File: config.mk
export PLATFORM = sky130hd
export DESIGN_NAME = efr_flags
export DESIGN_NICKNAME = d
export VERILOG_FILES = /design/src/shared/efr_pkg.sv /design/src/design/efr_flags.sv
export SDC_FILE = /design/constraint.sdc
export NUM_CORES = 1
export LEC_CHECK = 0
export BUFFER_PORTS_ARGS = -buffer_cell sky130_fd_sc_hd__clkbuf_2
export CAP_MARGIN = 20
export CORE_AREA = 2 2 172 174
export DETAILED_ROUTE_END_ITERATION = 12
export DIE_AREA = 0 0 174 176
export PLACE_DENSITY = 0.92
export SLEW_MARGIN = 20
export SYNTH_ARGS = -nofsm -noshare
export SYNTH_HDL_FRONTEND = slang
export SYNTH_SLANG_ARGS = --single-unit
File: constraint.sdc
create_clock -name clk_i -period 1.8 [get_ports clk_i]
set_input_delay 0.27 -clock clk_i [delete_from_list [all_inputs] [get_ports clk_i]]
set_output_delay 0.27 -clock clk_i [all_outputs]
set_load 0.05 [all_outputs]
File: src/shared/efr_pkg.sv
// Purpose: shared constants and types for the error flag register tail
// Assumes: one 40 MHz clock, flags packed into a 16-bit word
// Notes:   enable bits sit at the same positions as their flags
package efr_pkg;
  localparam int unsigned         FLAG_W          = 16;
  // flag bit positions
  localparam int unsigned         BIT_ROM_CRC     = 0;
  localparam int unsigned         BIT_REGMAP_CRC  = 1;
  localparam int unsigned         BIT_FRAME_CRC   = 2;
  localparam int unsigned         BIT_INV_WRITE   = 4;
  localparam int unsigned         BIT_CLK_COUNT   = 5;
  localparam int unsigned         BIT_INV_READ    = 6;
  localparam logic [FLAG_W-1:0]   FLAGS_RESET     = 16'h0000;
  localparam logic [FLAG_W-1:0]   FLAGS_IMPL      = 16'h0077;
  // clock edges per serial byte
  localparam int unsigned         EDGE_CNT_W      = 3;
  localparam logic [2:0]          EDGE_CNT_ZERO   = 3'h0;
  // checksum
  localparam logic [7:0]          CRC_POLY        = 8'h07;
  localparam logic [7:0]          CRC_SEED        = 8'hFF;
  // timing
  localparam int unsigned         CLK_PERIOD_NS   = 25;
  localparam int unsigned         REGMAP_PERIOD_NS = 100000;
  localparam int unsigned         REGMAP_PERIOD_CYC = REGMAP_PERIOD_NS / CLK_PERIOD_NS;

  // serial-interface fault pulses, one per transaction
  typedef struct packed {
    logic rd_invalid;
    logic wr_invalid;
    logic crc_bad;
  } efr_spi_evt_t;

  // boot sequence for the one-shot ROM check
  typedef enum logic [1:0] {
    BOOT_CHECK = 2'b01,
    BOOT_DONE  = 2'b10
  } efr_boot_t;
endpackage : efr_pkg

File: src/design/efr_flags.sv
// Purpose: sticky write-one-to-clear error flags for serial, map and ROM faults
// Assumes: all inputs but reset_n_i synchronous to clk_i; enable word held by a companion register
// Notes:   flags_o mirrors the flag flops; unimplemented bits read zero
//
// Operation
// - a read to a nonexistent address sets the invalid-read flag.
// - a write to a nonexistent address sets the invalid-write flag.
// - a checksum mismatch on a received transaction sets the frame checksum flag at bit 2.
// - while bit 1 is enabled a checksum over the register map is taken at a fixed interval.
// - the map checksum flag is set when the map changed with no legitimate write made.
// - after power-up the ROM checksum is computed once and reported at bit 0.
// - the ROM flag is set when the ROM checksum differs from the expected value.
// - a flag only sets while its enable bit is set.
// - flags reset to zero, read one when set, and clear only by writing one.
// - a frame whose clock edge count is not a multiple of eight sets the clock-count flag.
`timescale 1ns/1ps
module efr_flags #(
  parameter int unsigned MAP_W      = 128,
  parameter int unsigned ROM_W      = 256,
  parameter int unsigned PERIOD_CYC = efr_pkg::REGMAP_PERIOD_CYC
) (
  // clock and reset
  input  wire logic                        clk_i,
  input  wire logic                        reset_n_i,
  // register access
  input  wire logic                        wr_i,
  input  wire logic [efr_pkg::FLAG_W-1:0]  wr_data_i,
  input  wire logic [efr_pkg::FLAG_W-1:0]  err_en_i,
  output logic      [efr_pkg::FLAG_W-1:0]  flags_o,
  // serial interface events
  input  wire efr_pkg::efr_spi_evt_t       spi_evt_i,
  input  wire logic                        frame_active_i,
  input  wire logic                        sclk_edge_i,
  // register map and rom contents
  input  wire logic [MAP_W-1:0]            regmap_i,
  input  wire logic                        regmap_wr_i,
  input  wire logic [ROM_W-1:0]            rom_i,
  input  wire logic [7:0]                  rom_crc_ref_i
);
  localparam int unsigned TMR_W = $clog2(PERIOD_CYC + 1);

  logic                        rst_s1_q;
  logic                        rst_s2_q;
  logic [efr_pkg::FLAG_W-1:0]  flags_q;
  logic [efr_pkg::FLAG_W-1:0]  set_d;
  logic [efr_pkg::FLAG_W-1:0]  clr_d;
  logic [2:0]                  edge_cnt_q;
  logic                        frame_q;
  logic                        frame_end;
  logic [TMR_W-1:0]            tmr_q;
  logic                        tick;
  logic [7:0]                  map_ref_q;
  logic                        map_ref_ok_q;
  logic [7:0]                  map_crc;
  logic                        map_bad;
  efr_pkg::efr_boot_t          boot_q;
  logic                        rom_bad;

  function automatic logic [7:0] crc8(input logic [ROM_W-1:0] data, input int unsigned n);
    logic [7:0] c;
    c = efr_pkg::CRC_SEED;
    for (int unsigned i = 0; i < ROM_W; i++) begin
      if (i < n) begin
        c = (c[7] ^ data[i]) ? ({c[6:0], 1'b0} ^ efr_pkg::CRC_POLY) : {c[6:0], 1'b0};
      end
    end
    return c;
  endfunction : crc8

  // reset release through two flops
  always_ff @(posedge clk_i or negedge reset_n_i) begin
    if (!reset_n_i) begin
      rst_s1_q <= 1'b0;
      rst_s2_q <= 1'b0;
    end else begin
      rst_s1_q <= 1'b1;
      rst_s2_q <= rst_s1_q;
    end
  end

  // clock edge count per frame, modulo eight
  assign frame_end = frame_q && !frame_active_i;
  always_ff @(posedge clk_i or negedge rst_s2_q) begin
    if (!rst_s2_q) begin
      frame_q    <= 1'b0;
      edge_cnt_q <= efr_pkg::EDGE_CNT_ZERO;
    end else begin
      frame_q <= frame_active_i;
      if (frame_active_i && !frame_q) begin
        edge_cnt_q <= {2'h0, sclk_edge_i};
      end else if (frame_active_i && sclk_edge_i) begin
        edge_cnt_q <= edge_cnt_q + 3'h1;
      end
    end
  end

  // interval timer for the map check, idle while disabled
  assign tick = (tmr_q == TMR_W'(PERIOD_CYC - 1));
  always_ff @(posedge clk_i or negedge rst_s2_q) begin
    if (!rst_s2_q) begin
      tmr_q <= '0;
    end else if (!err_en_i[efr_pkg::BIT_REGMAP_CRC] || tick) begin
      tmr_q <= '0;
    end else begin
      tmr_q <= tmr_q + TMR_W'(1);
    end
  end

  // map reference; a legitimate write makes the next sample a fresh reference
  assign map_crc = crc8(ROM_W'(regmap_i), MAP_W);
  assign map_bad = tick && map_ref_ok_q && !regmap_wr_i && (map_crc != map_ref_q);
  always_ff @(posedge clk_i or negedge rst_s2_q) begin
    if (!rst_s2_q) begin
      map_ref_q    <= 8'h00;
      map_ref_ok_q <= 1'b0;
    end else if (!err_en_i[efr_pkg::BIT_REGMAP_CRC] || regmap_wr_i) begin
      map_ref_ok_q <= 1'b0;
    end else if (tick) begin
      map_ref_q    <= map_crc;
      map_ref_ok_q <= 1'b1;
    end
  end

  // one-shot rom check after reset release
  assign rom_bad = (boot_q == efr_pkg::BOOT_CHECK) && (crc8(rom_i, ROM_W) != rom_crc_ref_i);
  always_ff @(posedge clk_i or negedge rst_s2_q) begin
    if (!rst_s2_q) begin
      boot_q <= efr_pkg::BOOT_CHECK;
    end else begin
      case (boot_q)
        efr_pkg::BOOT_CHECK: boot_q <= efr_pkg::BOOT_DONE;
        default:             boot_q <= efr_pkg::BOOT_DONE;
      endcase
    end
  end

  // flag set and clear terms
  always_comb begin
    set_d = '0;
    set_d[efr_pkg::BIT_INV_READ]   = spi_evt_i.rd_invalid;
    set_d[efr_pkg::BIT_INV_WRITE]  = spi_evt_i.wr_invalid;
    set_d[efr_pkg::BIT_FRAME_CRC]  = spi_evt_i.crc_bad;
    set_d[efr_pkg::BIT_CLK_COUNT]  = frame_end && (edge_cnt_q != efr_pkg::EDGE_CNT_ZERO);
    set_d[efr_pkg::BIT_REGMAP_CRC] = map_bad;
    set_d[efr_pkg::BIT_ROM_CRC]    = rom_bad;
    set_d = set_d & err_en_i & efr_pkg::FLAGS_IMPL;
    clr_d = wr_i ? wr_data_i : '0;
  end

  // sticky flags; a set in the clearing cycle wins
  always_ff @(posedge clk_i or negedge rst_s2_q) begin
    if (!rst_s2_q) begin
      flags_q <= efr_pkg::FLAGS_RESET;
    end else begin
      flags_q <= (flags_q & ~clr_d) | set_d;
    end
  end

  assign flags_o = flags_q;
endmodule : efr_flags

==> impl_metrics.ini, run 1 <==
[outcome]
status = aborted with a tool error
lastStage = global routing
error_line = [ERROR GRT-0232] Routing congestion too high. Check the congestion heatmap in the GUI.

[place]
port_buffers = 438
hpwl_um = 49900
dpl_worst_slack_ns = -10.82
postPlaceCellArea_um2 = 22400
gp_congestion = 0.985

[clock_tree]
cts_buffers = 5
cts_max_level = 2
clk_path_buf_depth = 2
clockRootBuffer = clkbuf_16
cts.sinks = 45

[logic_synthesis]
synthCells = 1241
netlist.area_leader.share = 0.326
syn_area_um2 = 15600
synth_top_area_cell = xnor3_1
synth_edf_count = 0
ys_ff_latch = 45
synth.avg_cell_area_um2 = 12.6
ys_top_cells_by_area = xnor3_1 (33%), xnor2_1 (31%), xor2_1 (10%), dfrtp_1 (7.0%), xor3_1 (6.4%)
synth_cell_type_count = 44
yosysWarnings = 0
ys_seq_area_frac = 0.0722
async_flop_share = 1.00
synthFlopType = dfrtp_1

[floorplanning]
pin_count = 449
rows = 62
die_x_um = 174
floorplan.initialDensity = 0.547
die_h_um = 176

[timing]
crit_endpoint = flags_o[0]$_DFF_PN0_/D
worstEpCategory = sequential cell input

[grt]
grt_use_total = 0.713
grt_max_degree = 29
gr-total-overflow = 12
[repair_timing]
item | CTS
endpoints found under the hold margin | 2
setup buffers | 40
hold buffers | 1
pin swaps | 66
setup endpoints to repair | 10
resized for setup | 155
[cell usage after synthesis, drive strengths merged (3+ instances only)]
| cell | number |
|---|---|
| o21ai | 9 |
| xnor3 | 244 |
| dfrtp | 44 |
| a21oi | 5 |
| ha | 3 |
| and2 | 3 |
| a21boi | 12 |
| nand4 | 3 |
| or3 | 4 |
| nand2 | 17 |
| nand3 | 12 |
| inv | 7 |
| nor2 | 15 |
| nor4 | 3 |
| xnor2 | 589 |
| xor3 | 45 |
| xor2 | 192 |
| a22o | 3 |
| mux2 | 7 |
[routing by layer]
layer	global-route usage	overflow
met5	0.327	0
met4	0.715	6
met3	0.576	0
met2	0.897	6
met1	0.678	0
[metrics by stage]
stage	std cells	setup TNS [ns]	hold slack, ns
after global placement	2557	-61.24	0.0573
after detailed placement	2557	-66.19	0.0601
after floorplan	1242	-56.31	-0.0256
after CTS	2603	-59.70	0.154
[cells by family after synthesis]
family	Yosys count	synth area share
other	2	0.000481
XOR/XNOR	1070	0.879
flip-flops	45	0.0722
AND/OR/NAND/NOR	66	0.0211
AO/OA/AOI/OAI	37	0.0158
adder cells (fa/ha/maj)	3	0.00240
buffers and inverters	9	0.00224
multiplexers	9	0.00633
==> inputs of run 2 (changes only) <==
--- a/config.mk
+++ b/config.mk
@@ -7,10 +7,9 @@
 export LEC_CHECK = 0
 export BUFFER_PORTS_ARGS = -buffer_cell sky130_fd_sc_hd__clkbuf_2
 export CAP_MARGIN = 20
-export CORE_AREA = 2 2 172 174
+export CORE_UTILIZATION = 40
 export DETAILED_ROUTE_END_ITERATION = 12
-export DIE_AREA = 0 0 174 176
-export PLACE_DENSITY = 0.92
+export PLACE_DENSITY_LB_ADDON = 0.15
 export SLEW_MARGIN = 20
 export SYNTH_ARGS = -nofsm -noshare
 export SYNTH_HDL_FRONTEND = slang
==> impl_metrics.ini, run 2 <==
[outcome]
status = finished with violations
violations = setup timing

[final_layout]
nFillCells = 3074
multi_input_area_um2 = 16500
instances_no_fill = 2789
drive_gt1_frac = 0.592
ff_latch_area_um2 = 1130
final_common_cell = buf_4
largest_reg_flops = 16
final_net_count = 2705
final_cell_mix = buf_4 (573), clkbuf_2 (437), xnor2_1 (412)
synthToLayoutAreaGrowth_pct = 60.6
fin_util = 0.651

[logic_synthesis]
muxShareOfSynthArea = 0.00633
async_flop_share = 1.00
synth_cell_type_count = 44
ys_ff_latch = 45
yosysWarnings = 0
synth.avg_cell_area_um2 = 12.6
synth_top_area_cell = xnor3_1
synthFlopType = dfrtp_1
yosys.area_share.simple = 0.0211
synthCells = 1241
ys_seq_area_frac = 0.0722
synth_top_family_by_area = XOR/XNOR gates
ys_top_cells_by_area = xnor3_1 (33%), xnor2_1 (31%), xor2_1 (10%), dfrtp_1 (7.0%), xor3_1 (6.4%)
synth_adder_area_share = 0.00240
yosys-top-cells-count = xnor2_1 (561), xnor3_1 (226), xor2_1 (187)
synth_compound_area_frac = 0.0158
synthXorXnorAreaFrac = 0.879
synth_edf_count = 0
synth_most_common_cell = xnor2_1
netlist.area_leader.share = 0.326
syn_area_um2 = 15600

[grt]
antenna_found_initial = 4
grt_max_degree = 29
grt_pass1_wl_um = 67400
grt_use_total = 0.222
grt_pass1_vias = 13400
gr-total-overflow = 0

[floorplanning]
die_x_um = 200
core_um2 = 38600
floorplan.initialDensity = 0.405
rows = 72
die_area_um2 = 39800
die_h_um = 200
pin_count = 449

[drt]
ant_nets = 0
route.detailed.drc = 0
first_iter_violations = 259
drt_wl_total_um = 44300
viasPerCell = 4.41
wl_met1_um = 18300
drt_first_pass_iters = 5
wl_met2_um = 23100
drt-wirelength-per-cell_um = 15.9
routed.top_layer = met5
routed-wl-met3_um = 2030
num_vias = 12300

[place]
gp_congestion = 0.874
dp_cells = 2687
hpwl_um = 38000
port_buffers = 438

[clock_tree]
clk_path_buf_depth = 2
clkLatencyLatePin_ns = 0.30
cts_buffers = 5
cts.clk_slew.worst_paths_ns = 0.07
cts_max_level = 2
cts.sinks = 45
cts_tree = done
clockRootBuffer = clkbuf_16

[critical_path]
path_class = input port to flip-flop
max_stage_delay_ns = 0.52
reg2reg_slack_ns = -0.02
crit_end = flags_o[0]$_DFF_PN0_
startpoint = rom_i[1]
crit_arrival_ns = 11.98
crit_path_max_fanout = 4
reg2reg_depth = 6
critPathLaunchType = input port
reg2reg_to = map_ref_q[4]$_DFFE_PN0P_
crit_path_end_kind = flip-flop
cp_slowest_cell = xor3_2
r2r-start = tmr_q[0]$_DFF_PN0_
worstPathRequired_ns = 1.97
crit_top_cell = xnor3_1

[timing]
rsz0062_at_grt = yes
postLayoutSetupSlackWorst_ns = -10.01
timing.final.crit_share = 6.56
timing.final.hold_violations = 0
fin_skew_ns = 0.00673
fmax_mhz = 84.7
slew_violations = 0
worst_pin_slew_ns = 0.676
setup-tns-final_ns = -58.58
maxSlewHeadroom = 0.549
fin_crit_ns = 11.81
setup_viol = 10

[job]
maxCapViolCount = 0

[hold_path]
hold_class = input port to flip-flop
## run 2: cell counts after synthesis
Identical to the previous run, type by type.
## run 2: per-stage QoR
| step | setup slack (ns) | hold WS, ns | cell area, um2 |
|---|---|---|---|
| 5_1_grt | -10.46 | 0.153 | 25100 |
| 3_5_place_dp | -10.49 | 0.0562 | 22500 |
| 2_1_floorplan | -9.53 | -0.0256 | 16000 |
| 3_3_place_gp | -10.34 | 0.0548 | 22500 |
| 6_report | -10.01 | 0.150 | 25100 |
| 4_1_cts | -9.90 | 0.141 | 24300 |
## run 2: worst min-delay path by stage
stage | start | slack [ns] | end | depth (start not counted)
2_1_floorplan | reset_n_i | -0.03 | rst_s1_q$_DFF_PN0_ | 0
3_3_place_gp | reset_n_i | 0.05 | rst_s1_q$_DFF_PN0_ | 1
3_5_place_dp | reset_n_i | 0.06 | rst_s1_q$_DFF_PN0_ | 1
4_1_cts | wr_data_i[14] | 0.14 | flags_o[14]$_DFF_PN0_ | 2
5_1_grt | wr_data_i[14] | 0.15 | flags_o[14]$_DFF_PN0_ | 2
6_report | wr_data_i[9] | 0.15 | flags_o[9]$_DFF_PN0_ | 2
## run 2: area by class of cell
cell class / instances / share of cell area
clock inverter: 3 / 0.00190
timing repair buffer: 1022 / 0.265
clock buffer: 5 / 0.00499
multi-input combinational: 1188 / 0.656
sequential: 45 / 0.0450
antenna: 1 / 0.0000998
tap: 518 / 0.0258
inverter: 7 / 0.00105
## run 2: worst max-delay path: cells and delay by family
family / cells / cell delay [ns]
XOR/XNOR: 28 / 10.06
buffers and inverters: 6 / 0.78
AO/OA/AOI/OAI: 2 / 0.43
AND/OR/NAND/NOR: 1 / 0.42
## run 2: cell families after synthesis
logic type / count (synthesis)
other: 2
DFF: 45
AOI/OAI and AO/OA: 37
muxes: 9
and+or+nand+nor: 66
xor gates and xnor gates: 1070
adders and majority gates: 3
buffers and inverters: 9
## run 2: what timing repair did
item | 4_1_cts | 5_1_grt
hold endpoints to repair | 2 | 0
hold buffers | 1 | 0
gates resized for setup | 156 | 94
pin swaps | 120 | 57
setup buffers | 79 | 16
setup endpoints to repair | 10 | 10
## run 2: routing by layer
metal / global-route usage / vias up
li1: - / 6144
met1: 0.269 / 5791
met2: 0.408 / 312
met3: 0.0295 / 54
met4: 0.0580 / 4
met5: 0 / -
Power of run 2 is not shown: default switching activity piles up to over one toggle a cycle in this logic, so the estimate is an artifact.
